===== config.mk =====
export PLATFORM = sky130hd
export DESIGN_NAME = ivp_prioritizer
export DESIGN_NICKNAME = d
export VERILOG_FILES = /design/src/rtl/ivp_pkg.sv /design/src/rtl/ivp_edge_detect.sv /design/src/rtl/ivp_prioritizer.sv
export SDC_FILE = /design/constraint.sdc
export NUM_CORES = 1
export LEC_CHECK = 0
export BUFFER_PORTS_ARGS = -buffer_cell sky130_fd_sc_hd__clkbuf_2
export CAP_MARGIN = 40
export CORE_MARGIN = 2
export CORE_UTILIZATION = 45
export CTS_BUF_LIST = sky130_fd_sc_hd__clkbuf_2 sky130_fd_sc_hd__clkbuf_4 sky130_fd_sc_hd__clkbuf_8
export CTS_CLUSTER_DIAMETER = 30
export DETAILED_ROUTE_END_ITERATION = 10
export PLACE_DENSITY = 0.66
export SETUP_SLACK_MARGIN = 0.1
export SLEW_MARGIN = 15
export SYNTH_ARGS = -nofsm -noshare
export SYNTH_HDL_FRONTEND = slang
export SYNTH_SLANG_ARGS = --single-unit

===== constraint.sdc =====
create_clock -name clk -period 6.25 [get_ports clk]
set_clock_uncertainty 0.1 [all_clocks]
set_input_delay 1.25 -clock clk [delete_from_list [all_inputs] [get_ports clk]]
set_output_delay 1.25 -clock clk [all_outputs]
set_load 0.02 [all_outputs]

===== src/rtl/ivp_pkg.sv =====
// Constants, register map and carrier types of the interrupt prioritizer
package ivp_pkg;

  // Source counts
  localparam int NUM_MASKABLE = 24;
  localparam int NUM_PINS     = 7;
  localparam int NUM_KEYS     = 8;
  localparam int NUM_PERIPH   = 15;
  localparam int NUM_SOURCES  = 26;

  // Default priority numbers of the maskable sources
  localparam logic [4:0] IDX_WATCHDOG = 5'h00;
  localparam logic [4:0] IDX_PIN0     = 5'h01;
  localparam logic [4:0] IDX_KEY      = 5'h08;
  localparam logic [4:0] IDX_PERIPH0  = 5'h09;
  localparam logic [4:0] IDX_TWO_WIRE = 5'h0E;

  // Variant without the two-wire serial interface clears this
  localparam logic TWO_WIRE_PRESENT = 1'b1;

  // Vector table addresses
  localparam logic [15:0] VEC_NMI       = 16'h0004;
  localparam logic [15:0] VEC_MASK_BASE = 16'h0004;
  localparam logic [15:0] VEC_BRK       = 16'h003E;

  // Register indices on the plain register port
  localparam logic [3:0] REG_FLAG = 4'h0;
  localparam logic [3:0] REG_MASK = 4'h1;
  localparam logic [3:0] REG_PRIO = 4'h2;
  localparam logic [3:0] REG_EDGE = 4'h3;
  localparam logic [3:0] REG_CTRL = 4'h4;
  localparam logic [3:0] REG_STAT = 4'h5;

  // Field positions
  localparam int EDGE_RISE_LSB     = 0;
  localparam int EDGE_FALL_LSB     = 8;
  localparam int CTRL_WDT_INTERVAL = 0;
  localparam int CTRL_CAPA_CAPTURE = 1;

  // Values after reset
  localparam logic [23:0] RST_FLAG = 24'h00_0000;
  localparam logic [23:0] RST_MASK = 24'hFF_FFFF;
  localparam logic [23:0] RST_PRIO = 24'hFF_FFFF;
  localparam logic [6:0]  RST_EDGE = 7'h00;
  localparam logic [1:0]  RST_CTRL = 2'h0;

  // Kind of the source currently offered to the core
  typedef enum logic [1:0] {
    SEL_NONE = 2'b00,
    SEL_NMI  = 2'b01,
    SEL_SW   = 2'b10,
    SEL_MASK = 2'b11
  } ivp_sel_type;

  // Internal peripheral event pulses, first field is the highest priority
  typedef struct packed {
    logic async_rx_error_irq;
    logic async_rx_done_irq;
    logic async_tx_done_irq;
    logic clocked_serial_a_irq;
    logic clocked_serial_b_irq;
    logic two_wire_done_irq;
    logic watch_interval_irq;
    logic capcmp_a_match;
    logic capcmp_a_edge;
    logic capcmp_timer_irq_b;
    logic timer_a_match_irq;
    logic timer_b_match_irq;
    logic eight_bit_timer_irq_0;
    logic eight_bit_timer_irq_1;
    logic adc_done_irq;
    logic watch_overflow_irq;
  } ivp_periph_type;

endpackage


===== src/rtl/ivp_edge_detect.sv =====
// Per-bit rising and falling edge detector with enable masks
module ivp_edge_detect
  import ivp_pkg::*;
#(
  parameter int W = 8
) (
  // Clock and reset
  input  wire logic         clk,
  input  wire logic         rst,
  input  wire logic         ce,
  // Levels and enables
  input  wire logic [W-1:0] level,
  input  wire logic [W-1:0] rise_en,
  input  wire logic [W-1:0] fall_en,
  // One-cycle edge pulses
  output logic      [W-1:0] edge_pulse
);

  logic [W-1:0] prev_ff;

  // First sample after reset sees a low history, so a pin that is high
  // at reset gives one rising pulse if rising detection is enabled
  always_ff @(posedge clk or posedge rst) begin
    if (rst) begin
      prev_ff <= '0;
    end else if (ce) begin
      prev_ff <= level;
    end
  end

  assign edge_pulse = {W{ce}} & ((level & ~prev_ff & rise_en) |
                                 (~level & prev_ff & fall_en));

endmodule


===== src/rtl/ivp_prioritizer.sv =====
// Vectored interrupt prioritizer: flags, masks, groups, arbitration
//
// Function
// - Non-maskable request is accepted even with interrupts disabled.
// - Non-maskable request skips group control and beats every request.
// - New non-maskable request waits while one is in service.
// - Non-maskable request raises standby release, leaving halt.
// - Only watchdog overflow is non-maskable; its vector is 0004H.
// - Maskable sources are masked and grouped high or low by flag.
// - Unmasked high-group request nests over a low-group handler.
// - Equal-group ties resolve by fixed order, 0 highest, 23 lowest.
// - Maskable request raises standby release, leaving stop and halt.
// - Eight external and sixteen internal maskable request inputs.
// - Break instruction raises software interrupt with vector 003EH.
// - Software interrupt ignores global disable and group arbitration.
// - Twenty-six sources: non-maskable, maskable and software together.
// - Watchdog in interval mode is maskable source with priority 0.
// - Seven pin-edge sources, priorities 1 to 7, vectors 0006H-0012H.
// - Key return on port 4 falling edge, priority 8, vector 0014H.
// - Peripheral sources priorities 9 to 23, vectors 0016H to 0032H.
// - First timer source: match in compare use, edge in capture use.
// - Without two-wire interface, vector 0020H source is absent.
// - Acknowledge clears the source's request flag automatically.
// - Each maskable source has a mask flag; reset masks all.
//
// The register addresses and the plain strobed port were decided locally.
module ivp_prioritizer
  import ivp_pkg::*;
(
  // Clock, reset, clock enable
  input  wire logic                    clk,
  input  wire logic                    rst,
  input  wire logic                    ce,
  // Register port
  input  wire logic [3:0]              reg_addr,
  input  wire logic [31:0]             reg_wdata,
  input  wire logic                    reg_wr,
  input  wire logic                    reg_rd,
  output logic      [31:0]             reg_rdata,
  // Interrupt sources
  input  wire logic                    watchdog_irq,
  input  wire logic [NUM_PINS-1:0]     ext_pin,
  input  wire logic [NUM_KEYS-1:0]     key_port,
  input  wire ivp_periph_type          periph,
  input  wire logic                    break_instruction,
  // Processor core side
  input  wire logic                    int_enable,
  input  wire logic                    core_ack,
  input  wire logic                    svc_return,
  output logic                         irq_req,
  output logic      [15:0]             irq_vector,
  output logic                         standby_release_halt,
  output logic                         standby_release_stop
);

  // State
  logic [23:0]  flag_ff, mask_ff, prio_ff;
  logic [6:0]   rise_en_ff, fall_en_ff;
  logic [1:0]   ctrl_ff;
  logic         nmi_pend_ff, sw_pend_ff;
  logic         nmi_isr_ff, high_isr_ff, low_isr_ff;
  logic         irq_req_ff, sel_high_ff;
  ivp_sel_type  sel_kind_ff;
  logic [4:0]   sel_idx_ff;
  logic [15:0]  irq_vector_ff;
  logic         rel_halt_ff, rel_stop_ff;
  logic [31:0]  reg_rdata_ff;
  logic [23:0]  nxt_flag;

  // Event sources
  logic [NUM_PINS-1:0] pin_pulse;
  logic [NUM_KEYS-1:0] key_pulse;
  logic [15:0]         periph_bits;
  logic                capcmp_a_event;
  logic [23:0]         ev;
  logic                wdt_interval;

  assign wdt_interval = ctrl_ff[CTRL_WDT_INTERVAL];
  assign periph_bits  = periph;

  ivp_edge_detect #(.W(NUM_PINS)) u_pin_edge (
    .clk        (clk),
    .rst        (rst),
    .ce         (ce),
    .level      (ext_pin),
    .rise_en    (rise_en_ff),
    .fall_en    (fall_en_ff),
    .edge_pulse (pin_pulse)
  );

  ivp_edge_detect #(.W(NUM_KEYS)) u_key_edge (
    .clk        (clk),
    .rst        (rst),
    .ce         (ce),
    .level      (key_port),
    .rise_en    ({NUM_KEYS{1'b0}}),
    .fall_en    ({NUM_KEYS{1'b1}}),
    .edge_pulse (key_pulse)
  );

  // Capture use takes the input edge, compare use the counter match
  assign capcmp_a_event = ctrl_ff[CTRL_CAPA_CAPTURE] ?
                          periph.capcmp_a_edge :
                          periph.capcmp_a_match;

  // Priority order 0..23 of the 24 maskable inputs
  assign ev[0]    = watchdog_irq & wdt_interval;
  assign ev[7:1]  = pin_pulse;
  assign ev[8]    = |key_pulse;
  // Struct is MSB first, so the bit order is reversed on the way in
  genvar pk;
  generate
    for (pk = 0; pk < 7; pk++) begin : g_periph
      assign ev[9 + pk]  = periph_bits[15 - pk];
      assign ev[17 + pk] = periph_bits[6 - pk];
    end
  endgenerate
  assign ev[16]   = capcmp_a_event;

  // Register decode
  logic wr_flag, wr_mask, wr_prio, wr_edge, wr_ctrl;
  assign wr_flag = reg_wr & (reg_addr == REG_FLAG);
  assign wr_mask = reg_wr & (reg_addr == REG_MASK);
  assign wr_prio = reg_wr & (reg_addr == REG_PRIO);
  assign wr_edge = reg_wr & (reg_addr == REG_EDGE);
  assign wr_ctrl = reg_wr & (reg_addr == REG_CTRL);

  // Arbitration
  logic [23:0] req_hi, req_lo;
  logic [4:0]  hi_idx, lo_idx;
  logic        nmi_ok, sw_ok, hi_ok, lo_ok, cand_valid;
  ivp_sel_type cand_kind;
  logic [4:0]  cand_idx;
  logic [15:0] cand_vec;
  logic        ack_take;

  function automatic logic [4:0] first_set(input logic [23:0] v);
    logic [4:0] idx;
    idx = 5'h00;
    for (int k = NUM_MASKABLE - 1; k >= 0; k--) begin
      if (v[k]) begin
        idx = 5'(k);
      end
    end
    return idx;
  endfunction

  assign req_hi = flag_ff & ~mask_ff & ~prio_ff;
  assign req_lo = flag_ff & ~mask_ff & prio_ff;
  assign hi_idx = first_set(req_hi);
  assign lo_idx = first_set(req_lo);
  assign nmi_ok = nmi_pend_ff & ~nmi_isr_ff;
  assign sw_ok  = sw_pend_ff;
  assign hi_ok  = int_enable & (|req_hi) & ~high_isr_ff;
  assign lo_ok  = int_enable & (|req_lo) & ~high_isr_ff & ~low_isr_ff;
  assign cand_valid = nmi_ok | sw_ok | hi_ok | lo_ok;
  assign cand_kind  = nmi_ok ? SEL_NMI :
                      sw_ok  ? SEL_SW  :
                      (hi_ok | lo_ok) ? SEL_MASK : SEL_NONE;
  assign cand_idx   = hi_ok ? hi_idx : lo_idx;
  assign ack_take   = ce & core_ack & irq_req_ff;

  always_comb begin
    case (cand_kind)
      SEL_NMI:  cand_vec = VEC_NMI;
      SEL_SW:   cand_vec = VEC_BRK;
      SEL_MASK: cand_vec = 16'(VEC_MASK_BASE + {cand_idx, 1'b0});
      default:  cand_vec = 16'h0000;
    endcase
  end

  // Request flags: a new event beats acknowledge and software clears
  genvar gi;
  generate
    for (gi = 0; gi < NUM_MASKABLE; gi++) begin : g_flag
      logic ack_clr;
      assign ack_clr = ack_take & (sel_kind_ff == SEL_MASK) &
                       (sel_idx_ff == 5'(gi));
      if (gi == int'(IDX_TWO_WIRE) && !TWO_WIRE_PRESENT) begin : g_absent
        assign nxt_flag[gi] = 1'b0;
      end else begin : g_present
        assign nxt_flag[gi] = ev[gi] |
                              (wr_flag ? reg_wdata[gi] :
                               (flag_ff[gi] & ~ack_clr));
      end
    end
  endgenerate

  // Register file
  always_ff @(posedge clk or posedge rst) begin
    if (rst) begin
      flag_ff    <= RST_FLAG;
      mask_ff    <= RST_MASK;
      prio_ff    <= RST_PRIO;
      rise_en_ff <= RST_EDGE;
      fall_en_ff <= RST_EDGE;
      ctrl_ff    <= RST_CTRL;
    end else if (ce) begin
      flag_ff <= nxt_flag;
      if (wr_mask) begin
        mask_ff <= reg_wdata[23:0];
      end
      if (wr_prio) begin
        prio_ff <= reg_wdata[23:0];
      end
      if (wr_edge) begin
        rise_en_ff <= reg_wdata[EDGE_RISE_LSB +: NUM_PINS];
        fall_en_ff <= reg_wdata[EDGE_FALL_LSB +: NUM_PINS];
      end
      if (wr_ctrl) begin
        ctrl_ff <= reg_wdata[1:0];
      end
    end
  end

  // Non-maskable and software pending; a fresh event beats the ack clear
  logic nxt_nmi_pend, nxt_sw_pend;
  assign nxt_nmi_pend = (watchdog_irq & ~wdt_interval) |
                        (nmi_pend_ff &
                         ~(ack_take & (sel_kind_ff == SEL_NMI)));
  assign nxt_sw_pend  = break_instruction |
                        (sw_pend_ff &
                         ~(ack_take & (sel_kind_ff == SEL_SW)));

  // In-service levels; a return closes the highest one: non-maskable, then high, then low
  logic nxt_nmi_isr, nxt_high_isr, nxt_low_isr;
  logic ret_nmi, ret_high, ret_low;
  assign ret_nmi  = svc_return & nmi_isr_ff;
  assign ret_high = svc_return & ~nmi_isr_ff & high_isr_ff;
  assign ret_low  = svc_return & ~nmi_isr_ff & ~high_isr_ff & low_isr_ff;
  assign nxt_nmi_isr  = (nmi_isr_ff & ~ret_nmi) |
                        (ack_take & (sel_kind_ff == SEL_NMI));
  assign nxt_high_isr = (high_isr_ff & ~ret_high) |
                        (ack_take & (sel_kind_ff == SEL_MASK) &
                         sel_high_ff);
  assign nxt_low_isr  = (low_isr_ff & ~ret_low) |
                        (ack_take & (sel_kind_ff == SEL_MASK) &
                         ~sel_high_ff);

  always_ff @(posedge clk or posedge rst) begin
    if (rst) begin
      nmi_pend_ff <= 1'b0;
      sw_pend_ff  <= 1'b0;
      nmi_isr_ff  <= 1'b0;
      high_isr_ff <= 1'b0;
      low_isr_ff  <= 1'b0;
    end else if (ce) begin
      nmi_pend_ff <= nxt_nmi_pend;
      sw_pend_ff  <= nxt_sw_pend;
      nmi_isr_ff  <= nxt_nmi_isr;
      high_isr_ff <= nxt_high_isr;
      low_isr_ff  <= nxt_low_isr;
    end
  end

  // Offer to the core; dropped for one cycle after an ack so that the
  // stale winner is never offered twice
  always_ff @(posedge clk or posedge rst) begin
    if (rst) begin
      irq_req_ff    <= 1'b0;
      sel_kind_ff   <= SEL_NONE;
      sel_idx_ff    <= 5'h00;
      sel_high_ff   <= 1'b0;
      irq_vector_ff <= 16'h0000;
    end else if (ce) begin
      if (ack_take) begin
        irq_req_ff <= 1'b0;
      end else begin
        irq_req_ff    <= cand_valid;
        sel_kind_ff   <= cand_kind;
        sel_idx_ff    <= cand_idx;
        sel_high_ff   <= hi_ok;
        irq_vector_ff <= cand_vec;
      end
    end
  end

  // Standby release does not depend on global enable or in-service state
  always_ff @(posedge clk or posedge rst) begin
    if (rst) begin
      rel_halt_ff <= 1'b0;
      rel_stop_ff <= 1'b0;
    end else if (ce) begin
      rel_halt_ff <= nmi_pend_ff | (|(flag_ff & ~mask_ff));
      rel_stop_ff <= |(flag_ff & ~mask_ff);
    end
  end

  // Read path; data stand only in the cycle after the strobe
  logic [31:0] rd_mux, stat_word;
  assign stat_word = {26'h000_0000, sw_pend_ff, nmi_pend_ff, low_isr_ff,
                      high_isr_ff, nmi_isr_ff, irq_req_ff};
  assign rd_mux =
    (reg_addr == REG_FLAG) ? {8'h00, flag_ff} :
    (reg_addr == REG_MASK) ? {8'h00, mask_ff} :
    (reg_addr == REG_PRIO) ? {8'h00, prio_ff} :
    (reg_addr == REG_EDGE) ? {17'h0_0000, fall_en_ff, 1'b0, rise_en_ff} :
    (reg_addr == REG_CTRL) ? {30'h0000_0000, ctrl_ff} :
    (reg_addr == REG_STAT) ? stat_word : 32'h0000_0000;

  always_ff @(posedge clk or posedge rst) begin
    if (rst) begin
      reg_rdata_ff <= 32'h0000_0000;
    end else if (ce) begin
      reg_rdata_ff <= reg_rd ? rd_mux : 32'h0000_0000;
    end
  end

  assign reg_rdata            = reg_rdata_ff;
  assign irq_req              = irq_req_ff;
  assign irq_vector           = irq_vector_ff;
  assign standby_release_halt = rel_halt_ff;
  assign standby_release_stop = rel_stop_ff;

  // Checks
  a_nmi_ignores_ie: assert property (@(posedge clk) disable iff (rst)
    ce & ~core_ack & nmi_ok & ~int_enable |=>
      irq_req_ff && irq_vector_ff == VEC_NMI)
    else $error("nmi not offered while disabled");
  a_nmi_wins_all: assert property (@(posedge clk) disable iff (rst)
    ce & ~ack_take & nmi_ok & (sw_ok | hi_ok | lo_ok) |=>
      sel_kind_ff == SEL_NMI)
    else $error("nmi lost arbitration");
  a_nmi_held_pend: assert property (@(posedge clk) disable iff (rst)
    nmi_isr_ff & irq_req_ff |-> sel_kind_ff != SEL_NMI)
    else $error("nested nmi offered");
  a_halt_release: assert property (@(posedge clk) disable iff (rst)
    ce & nmi_pend_ff |=> standby_release_halt)
    else $error("nmi gave no halt release");
  a_mask_gate: assert property (@(posedge clk) disable iff (rst)
    ce & ~ack_take & ((flag_ff & ~mask_ff) == 24'h00_0000) &
      ~nmi_ok & ~sw_ok |=> ~irq_req_ff)
    else $error("masked source offered");
  a_high_nests: assert property (@(posedge clk) disable iff (rst)
    ce & ~ack_take & low_isr_ff & ~high_isr_ff & int_enable &
      (|req_hi) & ~nmi_ok & ~sw_ok |=>
      irq_req_ff && sel_kind_ff == SEL_MASK && sel_high_ff)
    else $error("high group blocked by low handler");
  a_fixed_order: assert property (@(posedge clk) disable iff (rst)
    ce & ~ack_take & hi_ok & ~nmi_ok & ~sw_ok |=>
      sel_idx_ff == $past(hi_idx))
    else $error("wrong default priority");
  a_stop_release: assert property (@(posedge clk) disable iff (rst)
    ce & (|(flag_ff & ~mask_ff)) |=> standby_release_stop ##0
      standby_release_halt)
    else $error("maskable gave no standby release");
  a_brk_vector: assert property (@(posedge clk) disable iff (rst)
    ce & ~ack_take & sw_ok & ~nmi_ok |=>
      irq_req_ff && irq_vector_ff == VEC_BRK)
    else $error("break not offered");
  a_ack_clears: assert property (@(posedge clk) disable iff (rst)
    ack_take & (sel_kind_ff == SEL_MASK) & ~ev[sel_idx_ff] & ~wr_flag |=>
      ~flag_ff[$past(sel_idx_ff)] ##1 1'b1)
    else $error("flag kept after ack");
  a_vector_map: assert property (@(posedge clk) disable iff (rst)
    irq_req_ff & (sel_kind_ff == SEL_MASK) |->
      irq_vector_ff == 16'(VEC_MASK_BASE + {sel_idx_ff, 1'b0}))
    else $error("vector does not match source");

  c_nmi_ack: cover property (@(posedge clk) disable iff (rst)
    ack_take & (sel_kind_ff == SEL_NMI));
  c_nest: cover property (@(posedge clk) disable iff (rst)
    ack_take & low_isr_ff & sel_high_ff);
  c_brk_ack: cover property (@(posedge clk) disable iff (rst)
    ack_take & (sel_kind_ff == SEL_SW));
  c_tie: cover property (@(posedge clk) disable iff (rst)
    ce & hi_ok & ($countones(req_hi) > 1));

endmodule


==> impl_metrics.prom, run 1 <==
# TYPE chip_impl_metric gauge
chip_impl_metric{name="dp_cells",unit=""} 1189
chip_impl_metric{name="clkSlewWorstSetupHoldPaths",unit="ns"} 0.09
chip_impl_metric{name="detail_route.vias_per_cell",unit=""} 5.82
chip_impl_metric{name="yosysTopAreaCellShare",unit="%"} 30.0
chip_impl_metric{name="antenna_found_initial",unit=""} 1
chip_impl_metric{name="worst_path_required",unit="ns"} 6.52
chip_impl_info{name="hold_path.startpoint",value="irq_vector[3]"} 1
chip_impl_metric{name="areaGrowthSynthToFinish",unit="%"} 13.1
chip_impl_metric{name="final_min_period_over_clock_period",unit="%"} 59.1
chip_impl_metric{name="async_flop_share",unit="%"} 100
chip_impl_info{name="min-delay-path-class",value="reg -> reg"} 1
chip_impl_metric{name="cts_hold_buf",unit=""} 0
chip_impl_metric{name="boundaryPins",unit=""} 128
chip_impl_metric{name="dpl.hpwl",unit="um"} 17200
chip_impl_metric{name="worst_slew_pin_slew",unit="ns"} 0.900
chip_impl_metric{name="drt_pass1_iterations",unit=""} 5
chip_impl_info{name="synth_flop_cell",value="sky130_fd_sc_hd__dfrtp_1"} 1
chip_impl_metric{name="shortest_period_the_worst_path_allows",unit="ns"} 3.69
chip_impl_info{name="regToRegStartpoint",value="prio_ff[15]"} 1
chip_impl_metric{name="pwr_density_cell",unit="nW/um2"} 306
chip_impl_metric{name="max_cap_violations",unit=""} 0
chip_impl_metric{name="detail_route.wl_per_cell",unit="um"} 19.6
chip_impl_info{name="netlist.top_cell.by_area",value="sky130_fd_sc_hd__dfrtp_1"} 1
chip_impl_metric{name="finalWeightedCongestion",unit=""} 0.926
chip_impl_metric{name="detail-route-antenna-nets",unit=""} 0
chip_impl_info{name="critPathLaunchType",value="primary input"} 1
chip_impl_metric{name="grt_util_all_layers",unit="%"} 24.7
chip_impl_metric{name="peak_ir_drop_on_the_vdd_network",unit="mV"} 0.197
chip_impl_metric{name="maxSlewViolCount",unit=""} 0
chip_impl_info{name="worst_setup_path_category",value="in -> reg"} 1
chip_impl_metric{name="port-buffer-count",unit=""} 101
chip_impl_info{name="timing.hold.worst_endpoint",value="irq_vector[3]"} 1
chip_impl_metric{name="cts_num_sinks",unit=""} 149
chip_impl_metric{name="die_area",unit="um2"} 19800
chip_impl_metric{name="floorplan.die.height",unit="um"} 141
chip_impl_metric{name="htree_num_levels",unit=""} 4
chip_impl_metric{name="post_cts.resized_instances",unit=""} 0
chip_impl_metric{name="final_net_count",unit=""} 1053
chip_impl_metric{name="placement_rows",unit=""} 50
chip_impl_metric{name="hold_depth",unit=""} 2
chip_impl_metric{name="start_util",unit="%"} 45.4
chip_impl_metric{name="cts-buffers-inserted",unit=""} 17
chip_impl_metric{name="layout.area.seq",unit="um2"} 3790
chip_impl_info{name="final_cell_mix",value="sky130_fd_sc_hd__o21ai_0 (107), sky130_fd_sc_hd__dfrtp_1 (101), sky130_fd_sc_hd__clkbuf_2 (100)"} 1
chip_impl_metric{name="sequential_fraction_of_the_synthesis_area",unit="%"} 45.0
chip_impl_metric{name="routed-via-count",unit=""} 7112
chip_impl_metric{name="timing.slew.headroom",unit="%"} 40.0
chip_impl_metric{name="core-area",unit="um2"} 18500
chip_impl_metric{name="num-fill-cells",unit=""} 1758
chip_impl_info{name="endpoint_kind",value="flip-flop"} 1
chip_impl_info{name="synth.area.top_cells",value="sky130_fd_sc_hd__dfrtp_1 (30%), sky130_fd_sc_hd__dfstp_2 (15%), sky130_fd_sc_hd__mux2_2 (8.7%), sky130_fd_sc_hd__o21ai_0 (6.4%), sky130_fd_sc_hd__nand2_1 (4.3%)"} 1
chip_impl_info{name="tritoncts",value="yes"} 1
chip_impl_metric{name="syn_area",unit="um2"} 8410
chip_impl_metric{name="post_synth.cell_area_avg",unit="um2"} 9.47
chip_impl_metric{name="drt_iter0_markers",unit=""} 633
chip_impl_metric{name="path_max_fanout",unit=""} 26
chip_impl_metric{name="finalHoldViolCount",unit=""} 0
chip_impl_metric{name="final_layout_size_suffix_gt1_share",unit="%"} 27.6
chip_impl_metric{name="synthCells",unit=""} 888
chip_impl_metric{name="total_power",unit="mW"} 2.92
chip_impl_info{name="run_status",value="finished, final reports clean"} 1
chip_impl_info{name="unrepaired_setup_endpoints_after_global_routing",value="false"} 1
chip_impl_info{name="worst_reg2reg_endpoint",value="irq_vector[4]"} 1
chip_impl_metric{name="first_pass_grt_wire_length",unit="um"} 37500
chip_impl_metric{name="pre_cts_slack",unit="ns"} 2.10
chip_impl_metric{name="leakage",unit="nW"} 4.07
chip_impl_metric{name="clk-insertion-delay-late",unit="ns"} 0.47
chip_impl_metric{name="hold-worst-slack",unit="ns"} 0.386
chip_impl_metric{name="synth_enable_flop_cells",unit=""} 0
chip_impl_metric{name="ff2ff_path_depth",unit=""} 9
chip_impl_metric{name="finalWirelength",unit="um"} 24000
chip_impl_metric{name="multi_input_area",unit="um2"} 4180
chip_impl_metric{name="insertedDiodeCount",unit=""} 0
chip_impl_info{name="ctsRootBufferMaster",value="sky130_fd_sc_hd__clkbuf_8"} 1
chip_impl_metric{name="maxClockFrequency",unit="MHz"} 271
chip_impl_metric{name="detail_route.drc_violations",unit=""} 0
chip_impl_info{name="mostFrequentLayoutCell",value="sky130_fd_sc_hd__o21ai_0"} 1
chip_impl_metric{name="globalRouteOverflowTotal",unit=""} 0
chip_impl_metric{name="timing.critical_path.arrival",unit="ns"} 3.96
chip_impl_metric{name="grt_start_max_net_pins",unit=""} 76
chip_impl_metric{name="yosys_register_bits",unit=""} 149
chip_impl_metric{name="setup_tns_final",unit="ns"} 0
chip_impl_metric{name="report.final.setup_viol",unit=""} 0
chip_impl_metric{name="ff2ff_setup_slack",unit="ns"} 3.12
chip_impl_metric{name="synth.distinct_cells",unit=""} 66
chip_impl_metric{name="yosys_warnings",unit=""} 0
chip_impl_metric{name="cts_setup_buffers",unit=""} 0
chip_impl_metric{name="final_critical_path_setup_slack",unit="ns"} 2.56
chip_impl_metric{name="chipWidth",unit="um"} 141
chip_impl_metric{name="clockBufferDepth",unit=""} 2
chip_impl_metric{name="grt_pass1_vias",unit=""} 6753
chip_impl_metric{name="finalNonFillerCells",unit=""} 1222
## metrics by stage
| stage | cell area (um2) | utilization [%] |
|---|---|---|
| final | 9510 | 51.4 |
| after global routing | 9510 | 51.4 |
| after CTS | 9490 | 51.3 |
| after global placement | 9030 | 48.8 |
| after detailed placement | 9120 | 49.3 |
| after floorplan | 8480 | - |
## critical path: stages
cell and delay, ns:
sky130_fd_sc_hd__clkbuf_2 0.42, sky130_fd_sc_hd__inv_1 0.43, sky130_fd_sc_hd__nand2_1 0.30, sky130_fd_sc_hd__nor2_1 0.30, sky130_fd_sc_hd__and2_1 0.44, sky130_fd_sc_hd__buf_4 0.37, sky130_fd_sc_hd__o21ai_0 0.14, sky130_fd_sc_hd__a22o_1 0.28
## kinds of logic after synthesis
kind of cell               count (synthesis)  synth area share [%]
AOI/OAI and AO/OA                        276                  21.4
muxes                                     76                  10.0
DFF                                      149                  45.0
xor gates and xnor gates                   1                 0.104
adders and majority gates                  1                 0.149
other                                      1                0.0446
buffers and inverters                    121                  6.28
and+or+nand+nor                          263                  17.0
## cells in the mapped netlist, types with 19 or more instances
cell / count
sky130_fd_sc_hd__dfrtp_1: 101
sky130_fd_sc_hd__a21o_1: 19
sky130_fd_sc_hd__o21ai_0: 107
sky130_fd_sc_hd__nand2_1: 96
sky130_fd_sc_hd__nor2_1: 29
sky130_fd_sc_hd__a22o_1: 21
sky130_fd_sc_hd__a21oi_1: 33
sky130_fd_sc_hd__inv_1: 62
sky130_fd_sc_hd__nand3b_1: 27
sky130_fd_sc_hd__mux2_2: 65
sky130_fd_sc_hd__nor3b_1: 23
sky130_fd_sc_hd__nor2b_1: 26
sky130_fd_sc_hd__clkbuf_1: 36
sky130_fd_sc_hd__dfstp_2: 48
## power by group
group	leakage [nW]	switching [mW]	internal, mW
Sequential	1.70	0.178	1.17
Clock	0.183	0.397	0.322
Combinational	2.19	0.498	0.346
## state kept, by name (all words and copies together) (netlist names), 2 cells and up
register,cells
reg_rdata,24
sel_kind_ff,2
irq_vector,6
fall_en_ff,7
u_key_edge.prev_ff,8
sel_idx_ff,5
rise_en_ff,7
ctrl_ff,2
mask_ff,24
prio_ff,24
flag_ff,24
u_pin_edge.prev_ff,7
## routing by layer
metal | global-route usage, % | part of all wire (%) | wire, um
met5 | 0 | 0.054 | 13
met4 | 10.0 | 3.0 | 712
met3 | 5.30 | 5.9 | 1410
met2 | 38.4 | 47 | 11200
met1 | 33.7 | 45 | 10700
## how the worst max path moves through the flow
stage | start | endpoint | slack (ns) | cells after the start
finish | reg_addr[0] | flag_ff[10] | 2.56 | 8
global route | reg_addr[0] | flag_ff[9] | 2.32 | 8
CTS | reg_addr[0] | flag_ff[10] | 2.60 | 8
detailed placement | reg_addr[0] | flag_ff[10] | 2.10 | 8
global placement | reg_addr[0] | flag_ff[10] | 2.09 | 8
floorplan | rst | ctrl_ff[0] | 0.97 | 1
## final cells by class
type                       instances  share of cell area [%]
inverter                          62                    2.50
clock buffer                      18                    2.54
timing repair buffer             110                    6.81
clock inverter                    14                    1.35
tap                              234                    3.08
sequential                       149                    39.8
multi-input combinational        635                    43.9
Power figures use the tool's default switching activity.
==> run 2: changes to the inputs <==
==> constraint.sdc (replaced) <==
create_clock -name clk -period 3.7 [get_ports clk]
set_clock_uncertainty 0.1 [all_clocks]
set_input_delay 0.74 -clock clk [delete_from_list [all_inputs] [get_ports clk]]
set_output_delay 0.74 -clock clk [all_outputs]
set_load 0.02 [all_outputs]
==> run 2 against run 1 <==
Power grew 76%. Worst setup slack lost 2.0 ns. Via count grew 0.46%. Design area grew 0.54%. Wire length grew 0.40%. Clock-buffer cell count grew 1. Non-clock buffer count grew 6. Sequential power grew 69%. Critical path depth grew 1. Register-to-register slack lost 2.6 ns. Cell count grew 0.49%. Highest routed layer unchanged.
==> impl_metrics.prom, run 2 (synthesized netlist as in run 1, its figures left out) <==
# TYPE chip_impl_metric gauge
chip_impl_metric{name="peak_ir_drop_on_the_vdd_network",unit="mV"} 0.284
chip_impl_metric{name="max_cap_violations",unit=""} 0
chip_impl_metric{name="routed-via-count",unit=""} 7145
chip_impl_info{name="worst_setup_path_category",value="reg -> reg"} 1
chip_impl_metric{name="cts_num_sinks",unit=""} 149
chip_impl_metric{name="die_area",unit="um2"} 19800
chip_impl_metric{name="drt_iter0_markers",unit=""} 688
chip_impl_metric{name="worst_path_required",unit="ns"} 3.98
chip_impl_metric{name="dpl.hpwl",unit="um"} 17200
chip_impl_metric{name="drt_pass1_iterations",unit=""} 6
chip_impl_metric{name="worst_slew_pin_slew",unit="ns"} 0.717
chip_impl_metric{name="placement_rows",unit=""} 50
chip_impl_metric{name="finalWirelength",unit="um"} 24100
chip_impl_metric{name="cts_hold_buf",unit=""} 0
chip_impl_metric{name="core-area",unit="um2"} 18500
chip_impl_metric{name="first_pass_grt_wire_length",unit="um"} 38100
chip_impl_info{name="regToRegStartpoint",value="prio_ff[14]"} 1
chip_impl_metric{name="floorplan.die.height",unit="um"} 141
chip_impl_metric{name="chipWidth",unit="um"} 141
chip_impl_info{name="unrepaired_setup_endpoints_after_global_routing",value="false"} 1
chip_impl_metric{name="final_layout_size_suffix_gt1_share",unit="%"} 28.0
chip_impl_metric{name="maxSlewViolCount",unit=""} 0
chip_impl_metric{name="grt_util_all_layers",unit="%"} 24.9
chip_impl_metric{name="detail_route.drc_violations",unit=""} 0
chip_impl_metric{name="clk-insertion-delay-late",unit="ns"} 0.48
chip_impl_info{name="launching_instance_or_port_of_the_critical_path",value="prio_ff[14]"} 1
chip_impl_metric{name="report.final.setup_viol",unit=""} 0
chip_impl_info{name="min-delay-path-class",value="in -> async"} 1
chip_impl_info{name="mostFrequentLayoutCell",value="sky130_fd_sc_hd__o21ai_0"} 1
chip_impl_info{name="path_cells",value="nor3b_1, nor4_1, nand4_1, o21ai_2, mux2i_1, inv_1, ha_1, xor2_1, o31ai_1"} 1
chip_impl_metric{name="finalWeightedCongestion",unit=""} 0.917
chip_impl_metric{name="start_util",unit="%"} 45.4
chip_impl_metric{name="insertedDiodeCount",unit=""} 0
chip_impl_info{name="endpoint_kind",value="flip-flop"} 1
chip_impl_metric{name="total_power",unit="mW"} 5.13
chip_impl_metric{name="globalRouteOverflowTotal",unit=""} 0
chip_impl_metric{name="path_max_fanout",unit=""} 8
chip_impl_metric{name="pwr_density_cell",unit="nW/um2"} 537
chip_impl_metric{name="grt_pass1_vias",unit=""} 7038
chip_impl_info{name="critPathSlowestCell",value="sky130_fd_sc_hd__dfstp_2"} 1
chip_impl_metric{name="cts-buffers-inserted",unit=""} 17
chip_impl_metric{name="maxClockFrequency",unit="MHz"} 318
chip_impl_metric{name="antenna_found_initial",unit=""} 1
chip_impl_metric{name="leakage",unit="nW"} 4.11
chip_impl_metric{name="setup_tns_final",unit="ns"} 0
chip_impl_metric{name="final_net_count",unit=""} 1059
chip_impl_metric{name="htree_num_levels",unit=""} 4
chip_impl_metric{name="clockBufferDepth",unit=""} 2
chip_impl_metric{name="clkSlewWorstSetupHoldPaths",unit="ns"} 0.09
chip_impl_metric{name="timing.slew.headroom",unit="%"} 52.2
chip_impl_metric{name="detail_route.wl_per_cell",unit="um"} 19.6
chip_impl_metric{name="finalHoldViolCount",unit=""} 0
chip_impl_metric{name="cts_setup_buffers",unit=""} 0
chip_impl_metric{name="areaGrowthSynthToFinish",unit="%"} 13.7
chip_impl_metric{name="port-buffer-count",unit=""} 101
chip_impl_metric{name="num-fill-cells",unit=""} 1743
chip_impl_metric{name="crit_path_max_incr_delay",unit="ns"} 0.58
chip_impl_info{name="critPathLaunchType",value="flip-flop"} 1
chip_impl_info{name="ctsRootBufferMaster",value="sky130_fd_sc_hd__clkbuf_8"} 1
chip_impl_info{name="tritoncts",value="yes"} 1
chip_impl_metric{name="grt_start_max_net_pins",unit=""} 82
chip_impl_metric{name="detail_route.vias_per_cell",unit=""} 5.82
chip_impl_metric{name="shortest_period_the_worst_path_allows",unit="ns"} 3.14
chip_impl_metric{name="final_min_period_over_clock_period",unit="%"} 84.9
chip_impl_metric{name="post_cts.resized_instances",unit=""} 0
chip_impl_metric{name="timing.critical_path.arrival",unit="ns"} 3.42
chip_impl_metric{name="boundaryPins",unit=""} 128
chip_impl_metric{name="detail-route-antenna-nets",unit=""} 0
chip_impl_info{name="run_status",value="finished, final reports clean"} 1
chip_impl_info{name="final_cell_mix",value="sky130_fd_sc_hd__o21ai_0 (107), sky130_fd_sc_hd__dfrtp_1 (101), sky130_fd_sc_hd__clkbuf_2 (100)"} 1
-- run 2: cell count changes in the layout (fill, tap and decap cells not counted), moves of 2 or more --
| cell | previous run | this run |
|---|---|---|
| sky130_fd_sc_hd__inv_6 | 4 | 0 |
| sky130_fd_sc_hd__bufinv_16 | 1 | 4 |
| sky130_fd_sc_hd__buf_4 | 5 | 14 |
| sky130_fd_sc_hd__buf_16 | 2 | 0 |
-- run 2: critical path, delay by kind of cell (launching register included) --
| kind | cells | cell delay, ns |
|---|---|---|
| adders and majority gates | 1 | 0.21 |
| muxes | 1 | 0.42 |
| DFF | 1 | 0.58 |
| buffers and inverters | 1 | 0.09 |
| and+or+nand+nor | 3 | 0.89 |
| xor gates and xnor gates | 1 | 0.15 |
| AOI/OAI and AO/OA | 2 | 0.59 |
-- run 2: path summary, 6_finish.rpt --
path	to	slack (ns)	cells past startpoint
hold / removal	reg_rdata[12]	0.04	2
hold reg to reg	irq_vector[3]	0.39	2
min in group clk	sw_ok	0.37	3
max in group asynchronous	prio_ff[21]	2.79	3
setup reg to reg	irq_vector[4]	0.56	9
setup / recovery	irq_vector[4]	0.56	9
-- run 2: final cells by class --
class / instances / area [um2] / share of cell area (%)
Timing Repair Buffer: 116 / 646 / 6.75
Sequential cell: 149 / 3790 / 39.6
Tap cell: 234 / 293 / 3.06
Multi-Input combinational cell: 635 / 4170 / 43.6
Clock buffer: 19 / 249 / 2.60
Clock inverter: 13 / 184 / 1.92
Inverter: 62 / 236 / 2.47
-- run 2: power by group --
part	switching [mW]	internal (mW)	total, mW
clock network	0.658	0.747	1.41
registers	0.298	1.98	2.28
logic	0.858	0.587	1.44
total	1.81	3.32	5.13
-- run 2: routing by layer --
metal	track usage [%]	up-vias	wire length, um
met5	0	-	13
met4	8.26	2	527
met3	4.96	44	1520
met2	40.3	258	11300
met1	33.7	3480	10700
li1	-	3361	-
-- run 2: through the flow --
step / area [um2] / hold slack (ns) / cells / util, % / setup WS [ns]
after global routing: 9560 / 0.0258 / 1228 / 51.6 / 0.340
after global placement: 9130 / 0.379 / 1196 / 49.3 / 0.711
final: 9560 / 0.0424 / 1228 / 51.6 / 0.560
after detailed placement: 9130 / 0.385 / 1196 / 49.3 / 0.626
after CTS: 9560 / 0.0219 / 1228 / 51.6 / 0.598
after floorplan: 8480 / 0.358 / 905 / - / 1.02
